===== src/hw/ddc_align_pkg.sv =====
package ddc_align_pkg;

  // ***********************************************************
  // Widths
  // ***********************************************************
  localparam int ADDR_W    = 12;
  localparam int DATA_W    = 8;
  localparam int SAMPLE_W  = 16;
  localparam int PHASE_W   = 48;
  localparam int PAIRS     = 2;
  localparam int LANES     = 4;
  localparam int FTW_BYTES = 6;

  // ***********************************************************
  // Register offsets
  // ***********************************************************
  localparam logic [11:0] OFF_PAIR_SELECT = 12'h009;
  localparam logic [11:0] OFF_CHIP_RATIO  = 12'h201;
  localparam logic [11:0] OFF_STATUS      = 12'h202;
  localparam logic [11:0] OFF_CH0_CTRL    = 12'h310;
  localparam logic [11:0] OFF_CH1_CTRL    = 12'h330;
  localparam logic [11:0] OFF_CH0_FTW     = 12'h316;
  localparam logic [11:0] OFF_CH1_FTW     = 12'h336;

  // ***********************************************************
  // Fields and reset values
  // ***********************************************************
  localparam int CTRL_STAGES_LSB = 0;
  localparam int CTRL_C2R_BIT    = 3;
  localparam int CTRL_MODE_LSB   = 4;
  localparam int CTRL_CPLX_BIT   = 7;
  localparam int RATIO_W         = 3;
  localparam logic [2:0] RATIO_MAX_LOG2 = 3'h4;
  localparam logic [7:0] CTRL_RESET     = 8'h00;
  localparam logic [2:0] RATIO_RESET    = 3'h0;
  localparam logic [7:0] PAIR_RESET     = 8'h00;
  localparam logic [7:0] UNMAPPED_READ  = 8'h00;

  // Forced test level, 0.9599 of positive full scale
  localparam logic [15:0] TEST_LEVEL = 16'h7ADD;

  // ***********************************************************
  // Types
  // ***********************************************************
  typedef enum logic [1:0] {
    MODE_VARIABLE    = 2'h0,
    MODE_ZERO_OFFSET = 2'h1,
    MODE_QUARTER     = 2'h2,
    MODE_TEST        = 2'h3
  } if_mode_type;

  typedef struct packed {
    logic [15:0] i;
    logic [15:0] q;
  } sample_type;

  typedef struct packed {
    logic        i_valid;
    logic        q_valid;
    logic [15:0] i;
    logic [15:0] q;
  } chan_out_type;

  typedef struct packed {
    logic        wr;
    logic        rd;
    logic [11:0] addr;
    logic [7:0]  wdata;
  } reg_req_type;

  // Mask of the low log2 bits of the common sample counter
  function automatic logic [3:0] low_mask(input logic [2:0] log2);
    logic [4:0] m;
    m = ~(5'h1F << log2);
    return m[3:0];
  endfunction : low_mask

endpackage : ddc_align_pkg


===== src/hw/ddc_lane.sv =====
`timescale 1ns/1ns

module ddc_lane
(
  input  wire logic                        i_clk,
  input  wire logic                        i_rst_n,
  input  wire logic                        i_sample_valid,
  input  ddc_align_pkg::sample_type        i_sample,
  input  wire logic [3:0]                  i_phase_count,
  input  wire logic [7:0]                  i_ctrl,
  input  wire logic [47:0]                 i_ftw,
  input  wire logic [2:0]                  i_ratio_log2,
  output ddc_align_pkg::chan_out_type      o_out
);

  // ***********************************************************
  // Control decode
  // ***********************************************************
  ddc_align_pkg::if_mode_type mode;
  wire logic [1:0] stages;
  wire logic       to_real;
  wire logic       cplx_in;
  wire logic [2:0] dec_log2;
  wire logic       cfg_ok;
  wire logic       update;
  wire logic       slot;

  assign mode    = ddc_align_pkg::if_mode_type'(
                     i_ctrl[ddc_align_pkg::CTRL_MODE_LSB +: 2]);
  assign stages  = i_ctrl[ddc_align_pkg::CTRL_STAGES_LSB +: 2];
  assign to_real = i_ctrl[ddc_align_pkg::CTRL_C2R_BIT];
  assign cplx_in = i_ctrl[ddc_align_pkg::CTRL_CPLX_BIT];
  // Real output halves the factor of the same chain
  assign dec_log2 = {1'b0, stages} + {2'b00, ~to_real};
  // Channel slower than or equal to the slot rate only; covers
  // the missing real output at ratio sixteen as well
  assign cfg_ok = (i_ratio_log2 <= ddc_align_pkg::RATIO_MAX_LOG2)
                  && (dec_log2 >= i_ratio_log2);
  assign update = i_sample_valid && cfg_ok
                  && ((i_phase_count
                       & ddc_align_pkg::low_mask(dec_log2)) == 4'h0);
  assign slot   = i_sample_valid
                  && ((i_phase_count
                       & ddc_align_pkg::low_mask(i_ratio_log2)) == 4'h0);

  // ***********************************************************
  // Oscillator
  // ***********************************************************
  logic [47:0] nco_q;
  logic [1:0]  quarter_q;

  always_ff @(posedge i_clk or negedge i_rst_n)
  begin
    if (!i_rst_n)
    begin
      nco_q     <= 48'h0;
      quarter_q <= 2'h0;
    end
    else if (i_sample_valid)
    begin
      case (mode)
        ddc_align_pkg::MODE_VARIABLE: nco_q <= nco_q + i_ftw;
        ddc_align_pkg::MODE_TEST:     nco_q <= nco_q + i_ftw;
        ddc_align_pkg::MODE_QUARTER:  quarter_q <= quarter_q + 2'h1;
        default:                      nco_q <= 48'h0;
      endcase
    end
  end

  // ***********************************************************
  // Mixer
  // ***********************************************************
  // The oscillator is coarse: only its top two phase bits pick a
  // quarter-turn rotation, which keeps the mixer multiplier-free
  wire logic [1:0]  rot;
  wire logic [15:0] src_i;
  wire logic [15:0] src_q;
  logic      [15:0] mix_i;
  logic      [15:0] mix_q;

  assign rot   = (mode == ddc_align_pkg::MODE_QUARTER) ? quarter_q :
                 (mode == ddc_align_pkg::MODE_ZERO_OFFSET) ? 2'h0 :
                 nco_q[47:46];
  assign src_i = (mode == ddc_align_pkg::MODE_TEST)
                 ? ddc_align_pkg::TEST_LEVEL : i_sample.i;
  assign src_q = ((mode == ddc_align_pkg::MODE_TEST) || !cplx_in)
                 ? 16'h0000 : i_sample.q;

  // Negating full-scale negative wraps; accepted for this path
  always_comb
  begin
    case (rot)
      2'h1:
      begin
        mix_i = src_q;
        mix_q = -src_i;
      end
      2'h2:
      begin
        mix_i = -src_i;
        mix_q = -src_q;
      end
      2'h3:
      begin
        mix_i = -src_q;
        mix_q = src_i;
      end
      default:
      begin
        mix_i = src_i;
        mix_q = src_q;
      end
    endcase
  end

  // ***********************************************************
  // Output hold and repeat
  // ***********************************************************
  always_ff @(posedge i_clk or negedge i_rst_n)
  begin
    if (!i_rst_n)
    begin
      o_out <= '0;
    end
    else
    begin
      if (update)
      begin
        o_out.i <= mix_i;
        o_out.q <= to_real ? 16'h0000 : mix_q;
      end
      // Between updates the held value is sent again
      o_out.i_valid <= slot && cfg_ok;
      o_out.q_valid <= slot && cfg_ok && !to_real;
    end
  end

endmodule : ddc_lane


===== src/hw/ddc_rate_alignment_and_translation.sv =====
// Behaviour
// - Real output decimates by 1,2,4,8; complex by 2,4,8,16 for 1-4 stages.
// - Channels slower than chip ratio repeat each value over several slots.
// - Chip ratio one: one slot per input sample.
// - Chip ratio two: real 2,4,8 and complex 2,4,8,16 supported.
// - Chip ratio four: real 4,8 and complex 4,8,16; slower ones repeat.
// - Chip ratio eight: real 8 only, complex 8 or 16.
// - Chip ratio sixteen: no real output, complex factor 16 only.
// - Real output drives only the in-phase port; complex drives both.
// - A pair aligns to a common input sample; updates at multiples of D.
// - Translation uses a 48-bit phase oscillator with a quadrature mixer.
// - Two-bit mode field at bits 5:4 of each channel control register.
// - Channel control writes go to the pair chosen by the pair index.
// - Variable mode runs oscillator and mixer from the tuning word.
// - Zero-offset mode bypasses the mixer and stops the oscillator.
// - Quarter-rate mode applies a fixed quarter-sample-rate shift.
// - Test mode forces input to 0.9599 full scale, oscillator running.
`timescale 1ns/1ns

module ddc_rate_alignment_and_translation
(
  input  wire logic                        i_clk,
  input  wire logic                        i_resetn,
  input  ddc_align_pkg::reg_req_type       i_reg,
  output logic [7:0]                       o_reg_rdata,
  output logic                             o_reg_ack,
  input  wire logic                        i_sample_valid,
  input  ddc_align_pkg::sample_type [1:0]  i_sample,
  output logic [1:0]                       o_slot_valid,
  output ddc_align_pkg::chan_out_type [3:0] o_chan
);

  // ***********************************************************
  // Reset release
  // ***********************************************************
  logic rst_meta_q;
  logic rst_n_q;

  always_ff @(posedge i_clk or negedge i_resetn)
  begin
    if (!i_resetn)
    begin
      rst_meta_q <= 1'b0;
      rst_n_q    <= 1'b0;
    end
    else
    begin
      rst_meta_q <= 1'b1;
      rst_n_q    <= rst_meta_q;
    end
  end

  // ***********************************************************
  // Address decode
  // ***********************************************************
  logic [7:0]  pair_q;
  logic [2:0]  ratio_q [0:1];
  logic [7:0]  ctrl_q  [0:3];
  logic [47:0] ftw_q   [0:3];

  wire logic       hit_pair;
  wire logic       hit_ratio;
  wire logic       hit_status;
  wire logic       hit_ctrl0;
  wire logic       hit_ctrl1;
  wire logic       hit_ftw0;
  wire logic       hit_ftw1;
  wire logic [2:0] ftw_byte;
  wire logic       sel_pair;
  wire logic       sel_ch;
  wire logic [1:0] sel_lane;
  wire logic [11:0] ftw_base;
  wire logic [11:0] ftw_off;

  assign hit_pair   = i_reg.addr == ddc_align_pkg::OFF_PAIR_SELECT;
  assign hit_ratio  = i_reg.addr == ddc_align_pkg::OFF_CHIP_RATIO;
  assign hit_status = i_reg.addr == ddc_align_pkg::OFF_STATUS;
  assign hit_ctrl0  = i_reg.addr == ddc_align_pkg::OFF_CH0_CTRL;
  assign hit_ctrl1  = i_reg.addr == ddc_align_pkg::OFF_CH1_CTRL;
  assign hit_ftw0   = (i_reg.addr >= ddc_align_pkg::OFF_CH0_FTW)
                      && (i_reg.addr < ddc_align_pkg::OFF_CH0_FTW
                          + 12'(ddc_align_pkg::FTW_BYTES));
  assign hit_ftw1   = (i_reg.addr >= ddc_align_pkg::OFF_CH1_FTW)
                      && (i_reg.addr < ddc_align_pkg::OFF_CH1_FTW
                          + 12'(ddc_align_pkg::FTW_BYTES));
  assign ftw_base   = hit_ftw1 ? ddc_align_pkg::OFF_CH1_FTW
                               : ddc_align_pkg::OFF_CH0_FTW;
  assign ftw_off    = i_reg.addr - ftw_base;
  assign ftw_byte   = ftw_off[2:0];
  assign sel_pair   = pair_q[0];
  assign sel_ch     = hit_ctrl1 || hit_ftw1;
  assign sel_lane   = {sel_pair, sel_ch};

  // ***********************************************************
  // Global registers
  // ***********************************************************
  always_ff @(posedge i_clk or negedge rst_n_q)
  begin
    if (!rst_n_q)
    begin
      pair_q     <= ddc_align_pkg::PAIR_RESET;
      ratio_q[0] <= ddc_align_pkg::RATIO_RESET;
      ratio_q[1] <= ddc_align_pkg::RATIO_RESET;
    end
    else if (i_reg.wr)
    begin
      if (hit_pair)
        pair_q <= i_reg.wdata;
      if (hit_ratio)
        ratio_q[sel_pair] <= i_reg.wdata[2:0];
    end
  end

  // ***********************************************************
  // Per lane control storage and datapath
  // ***********************************************************
  wire ddc_align_pkg::chan_out_type lane_out [0:3];
  logic [3:0] cnt_q [0:1];

  genvar g;
  generate
    for (g = 0; g < ddc_align_pkg::LANES; g = g + 1)
    begin : g_lane
      wire logic wr_ctrl;
      wire logic wr_ftw;

      // Only the lane in the chosen pair takes the write
      assign wr_ctrl = i_reg.wr && (hit_ctrl0 || hit_ctrl1)
                       && (sel_lane == 2'(g));
      assign wr_ftw  = i_reg.wr && (hit_ftw0 || hit_ftw1)
                       && (sel_lane == 2'(g));

      always_ff @(posedge i_clk or negedge rst_n_q)
      begin
        if (!rst_n_q)
        begin
          ctrl_q[g] <= ddc_align_pkg::CTRL_RESET;
          ftw_q[g]  <= 48'h0;
        end
        else
        begin
          if (wr_ctrl)
            ctrl_q[g] <= i_reg.wdata;
          if (wr_ftw)
            ftw_q[g][{ftw_byte, 3'h0} +: 8] <= i_reg.wdata;
        end
      end

      ddc_lane ddc_lane_inst
      (
        .i_clk          (i_clk),
        .i_rst_n        (rst_n_q),
        .i_sample_valid (i_sample_valid),
        .i_sample       (i_sample[g / 2]),
        .i_phase_count  (cnt_q[g / 2]),
        .i_ctrl         (ctrl_q[g]),
        .i_ftw          (ftw_q[g]),
        .i_ratio_log2   (ratio_q[g / 2]),
        .o_out          (lane_out[g])
      );
    end
  endgenerate

  // One driver for the whole port; lane outputs are already registered
  assign o_chan = {lane_out[3], lane_out[2], lane_out[1], lane_out[0]};

  // ***********************************************************
  // Common sample counter and slot strobe per pair
  // ***********************************************************
  genvar p;
  generate
    for (p = 0; p < ddc_align_pkg::PAIRS; p = p + 1)
    begin : g_pair
      wire logic slot_now;

      assign slot_now = i_sample_valid
                        && ((cnt_q[p] & ddc_align_pkg::low_mask(ratio_q[p]))
                            == 4'h0);

      always_ff @(posedge i_clk or negedge rst_n_q)
      begin
        if (!rst_n_q)
        begin
          cnt_q[p]        <= 4'h0;
          o_slot_valid[p] <= 1'b0;
        end
        else
        begin
          // Both lanes of the pair share this count, so they
          // sample the same input for alignment
          if (i_sample_valid)
            cnt_q[p] <= cnt_q[p] + 4'h1;
          o_slot_valid[p] <= slot_now;
        end
      end
    end
  endgenerate

  // ***********************************************************
  // Read path
  // ***********************************************************
  wire logic [7:0] status_val;
  wire logic [7:0] ftw_read;
  wire logic [7:0] rd_val;

  // Bit 1 shows the in-phase valid of channel 1 of the chosen pair, or its control at 8'hFF; bit 0 reads zero
  assign status_val = {6'h00,
                       lane_out[{sel_pair, 1'b1}].i_valid
                       || (ctrl_q[{sel_pair, 1'b1}] == 8'hFF),
                       1'b0};
  assign ftw_read   = ftw_q[sel_lane][{ftw_byte, 3'h0} +: 8];
  assign rd_val     = hit_pair   ? pair_q :
                      hit_ratio  ? {5'h00, ratio_q[sel_pair]} :
                      hit_status ? status_val :
                      (hit_ctrl0 || hit_ctrl1) ? ctrl_q[sel_lane] :
                      (hit_ftw0 || hit_ftw1) ? ftw_read :
                      ddc_align_pkg::UNMAPPED_READ;

  always_ff @(posedge i_clk or negedge rst_n_q)
  begin
    if (!rst_n_q)
    begin
      o_reg_rdata <= 8'h00;
      o_reg_ack   <= 1'b0;
    end
    else
    begin
      o_reg_ack <= i_reg.rd || i_reg.wr;
      if (i_reg.rd)
        o_reg_rdata <= rd_val;
    end
  end

endmodule : ddc_rate_alignment_and_translation


===== config.mk =====
export PLATFORM = sky130hd
export DESIGN_NAME = ddc_rate_alignment_and_translation
export DESIGN_NICKNAME = d
export VERILOG_FILES = /design/src/hw/ddc_align_pkg.sv /design/src/hw/ddc_lane.sv /design/src/hw/ddc_rate_alignment_and_translation.sv
export SDC_FILE = /design/constraint.sdc
export NUM_CORES = 2
export LEC_CHECK = 0
export ABC_CLOCK_PERIOD_IN_PS = 18200
export BUFFER_PORTS_ARGS = -buffer_cell sky130_fd_sc_hd__buf_2
export CORE_MARGIN = 3
export CORE_UTILIZATION = 45
export CTS_BUF_LIST = sky130_fd_sc_hd__clkbuf_8 sky130_fd_sc_hd__clkbuf_16
export CTS_CLUSTER_SIZE = 10
export DETAILED_ROUTE_END_ITERATION = 8
export PLACE_DENSITY = 0.76
export SYNTH_ARGS = -nofsm -noshare
export SYNTH_HDL_FRONTEND = slang
export SYNTH_SLANG_ARGS = --single-unit
export TNS_END_PERCENT = 1

===== constraint.sdc =====
create_clock -name i_clk -period 18.2 [get_ports i_clk]
set_input_delay 0.91 -clock i_clk [delete_from_list [all_inputs] [get_ports i_clk]]
set_output_delay 0.91 -clock i_clk [all_outputs]
set_load 0.1 [all_outputs]

==> summary.md <==
| Metric | Value |
|---|---|
| Run status | finished, final reports clean |
| Insertion delay to the later sink of the worst-skew pair | 0.65 ns |
| M2 GR Usage | 41.2% |
| Global placer's final weighted congestion | 0.972 |
| Met1 usage | 34.2% |
| Drt pass-1 iters | 6 |
| Longest Clk Path Bufs | 3 |
| Worst EP required | 18.71 ns |
| Post-synth EDFFs | 0 |
| Syn. warnings | 0 |
| Static Leak | 0.0215 uW |
| Setup Buffers After CTS | 0 |
| Dpl cells | 5760 |
| Total grt overflow | 0 |
| Routed wire length | 126 mm |
| Grt met3 use | 4.55% |
| Seq/Total Area, Yosys | 36.4% |
| Fin. max-slew vios | 0 |
| Gate Count Post-Synth | 4577 |
| Avg Inst Size Synth | 8.95 sq um |
| I/O pin cnt | 236 |
| Setup TNS Final | 0 ns |
| Clock slew at reported path FFs | 0.05 ns |
| Final core occ | 50.1% |
| Global-route wire length before repair | 196 mm |
| Unrepaired setup endpoints after global routing | no |
| Final min period | 4.37 ns |
| CP peak stage delay | 0.61 ns |
| Initial antenna violation count | 11 |
| Post-DRT Antenna Nets | 0 |
| Wire per inst | 21.5 um |
| Synth cell types | 86 |
| CP Buf/Inv Count | 1 |
| Most frequent CP cell | nor3_1 |
| Share of post-route cells with drive strength above 1 | 15.7% |
| Fillers | 8247 |
| Final Hold Fails | 0 |
| Worst VDD drop | 0.0000672 V |
| Worst hold slack | 0.0825 ns |
| Cts hold-fix bufs | 0 |
| Die H | 308 um |
| Nets@finish | 4992 |
| Worst path slowest cell | nor3_1 |
| Main synth FF type | dfrtp_1 |
| Largest net degree at the start of global routing | 182 |
| Via density | 6.19 |
| CTS H-Tree Depth | 3 |
| Crit-path max FO | 36 |
| Port Buffers | 235 |
| Clk root buf | clkbuf_16 |
| CP Capture Type | flip-flop |
| Hold Crit Class | in2async |
| CP delay by family, top | simple AND/OR/NAND/NOR gates |
| Critical path, cell by cell | ha_1, buf_4, nand2b_1, ha_1, nor4b_1, nand2_1, nor3_1, nand3_1, nor3_1, nor3_1, a21oi_1, o221ai_1, o211ai_1, nand2_1 |
| Area Growth Syn to Fin | 10.3% |
| Number of setup violations in the final report | 0 |
| TritonCTS clock tree | yes |
| Die Width | 308 um |
| Ys async rst share | 100% |
| Num CTS Buffers | 73 |
| GRT Total Usage | 26.0% |
| Syn nets | 4910 |
| Yosys reg bits | 595 |
| Relative slew slack | 22.1% |
| Max Cap Viol | 0 |
| Core footprint | 90100 sq um |
| Via count | 36400 |
| Clock Sinks | 595 |
| PD cells | 68.0 nW/um^2 |
| Crit share post-route | 24.0% |
| Critical Path AT | 4.88 ns |
| DRC Markers | 0 |
| Die ar. | 94600 sq um |
| Fmax | 0.229 GHz |
| Post-cts resize count | 0 |
| Drt first-iter violations | 3808 |
| Final clock skew | 0.0372 ns |
| Most crowded layer after global routing | met2 |
| HPWL after DPL | 92.4 mm |
| Startpoint Class | flip-flop |
| Synth Cell Area | 40900 sq um |
| Final Non-Filler Cells | 5872 |
| Placement row count | 110 |
| Number of global-route vias before repair | 34100 |
| Worst-Margin Slew | 1.17 ns |
| Initial core utilization | 45.4% |
| Crit Path Category | reg2reg |
## worst reg2reg max path, cell delays in order (launching register included)
cell and delay (ns):
dfrtp_1 0.49, ha_1 0.21, buf_4 0.34, nand2b_1 0.21, ha_1 0.26, nor4b_1 0.54, nand2_1 0.19, nor3_1 0.61
nand3_1 0.35, nor3_1 0.42, nor3_1 0.08, a21oi_1 0.16, o221ai_1 0.13, o211ai_1 0.17, nand2_1 0.07
## report_power, final
| group | internal (uW) | switching, uW | total (uW) |
|---|---|---|---|
| registers | 1360 | 34.6 | 1390 |
| clock network | 754 | 588 | 1340 |
| logic | 105 | 230 | 335 |
## stage by stage
stage | setup WS [ns] | area, sq um | total power, uW
2_1_floorplan | 0.388 | 40900 | 1640
3_3_place_gp | 13.37 | 43000 | 1730
3_5_place_dp | 13.30 | 43000 | 1740
4_1_cts | 13.92 | 45100 | 3090
5_1_grt | 13.38 | 45100 | 3180
6_report | 13.83 | 45100 | 3070
## registers in the layout, summed over array words and instances (netlist names)
signal                          count
cnt_q                               8
ctrl_q                             32
ftw_q                             192
g_lane.ddc_lane_inst.nco_q        192
g_lane.ddc_lane_inst.o_out        136
g_lane.ddc_lane_inst.quarter_q      8
o_reg_ack                           1
o_reg_rdata                         8
o_slot_valid                        2
pair_q                              8
ratio_q                             6
rst_meta_q                          1
rst_n_q                             1
## layer usage
layer	routed length (um)	vias to the layer above
li1	-	17000
met1	51900	17400
met2	57200	1687
met3	10400	348
met4	6670	6
met5	39	-
## cell usage in the layout (no fill, tap or decap), drive strengths merged, types with 125 or more instances in the layout
master and count:
dfrtp 595, nand2 580, o21ai 518, a21oi 339, nor2 285, buf 274, ha 240, mux2 235
a21o 157, xnor2 125
## cells in the mapped netlist, drive strengths merged, types with 57 or more instances
| cell | instances | area [sq um] |
|---|---|---|
| nand2 | 580 | 2180 |
| mux4 | 65 | 1460 |
| mux2 | 235 | 2650 |
| xnor2 | 125 | 1090 |
| nor3 | 91 | 472 |
| o21ai | 518 | 2590 |
| inv | 82 | 308 |
| xor2 | 96 | 841 |
| nor2 | 285 | 1080 |
| a31oi | 57 | 357 |
| a21o | 157 | 1180 |
| ha | 240 | 3000 |
| a21oi | 339 | 1700 |
| dfrtp | 595 | 14900 |
| clkbuf | 232 | 871 |
| nand3 | 108 | 541 |
## cell families (layout without fill, tap and decap cells)
family          Yosys count  after routing  share of synthesized area (%)
other cells               1              9                        0.00916
flops                   595            595                           36.4
compound gates         1458           1458                           22.0
simple gates           1398           1398                           15.9
mux                     311            311                           10.3
fa+ha+maj               244            244                           7.53
xor+xnor                221            221                           4.73
buf+inv                 349            460                           3.25
## worst paths after layout
check	startpoint	end	slack [ns]	cells past startpoint
max	ctrl_q[21]	g_lane[1].ddc_lane_inst.o_out[14]	13.83	14
min	i_resetn	rst_n_q	0.08	1
max reg2reg	ctrl_q[21]	g_lane[1].ddc_lane_inst.o_out[14]	13.83	14
min reg2reg	rst_meta_q	rst_n_q	0.35	0
max in group asynchronous	rst_n_q	g_lane[0].ddc_lane_inst.nco_q[2]	15.45	2
min in group i_clk	rst_meta_q	rst_n_q	0.35	0
## area by class of cell
class                           count  area, sq um  area share [%]
Multi-Input combinational cell   3633        24800            55.0
Sequential cell                   595        14900            33.0
Clock buffer                       80         1920            4.26
Timing Repair Buffer              274         1490            3.31
Tap cell                         1176         1470            3.26
Inverter                           82          308           0.682
Clock inverter                     24          206           0.457
Antenna cell                        8         20.0          0.0443
No activity file was read; power rests on OpenSTA's default activity.
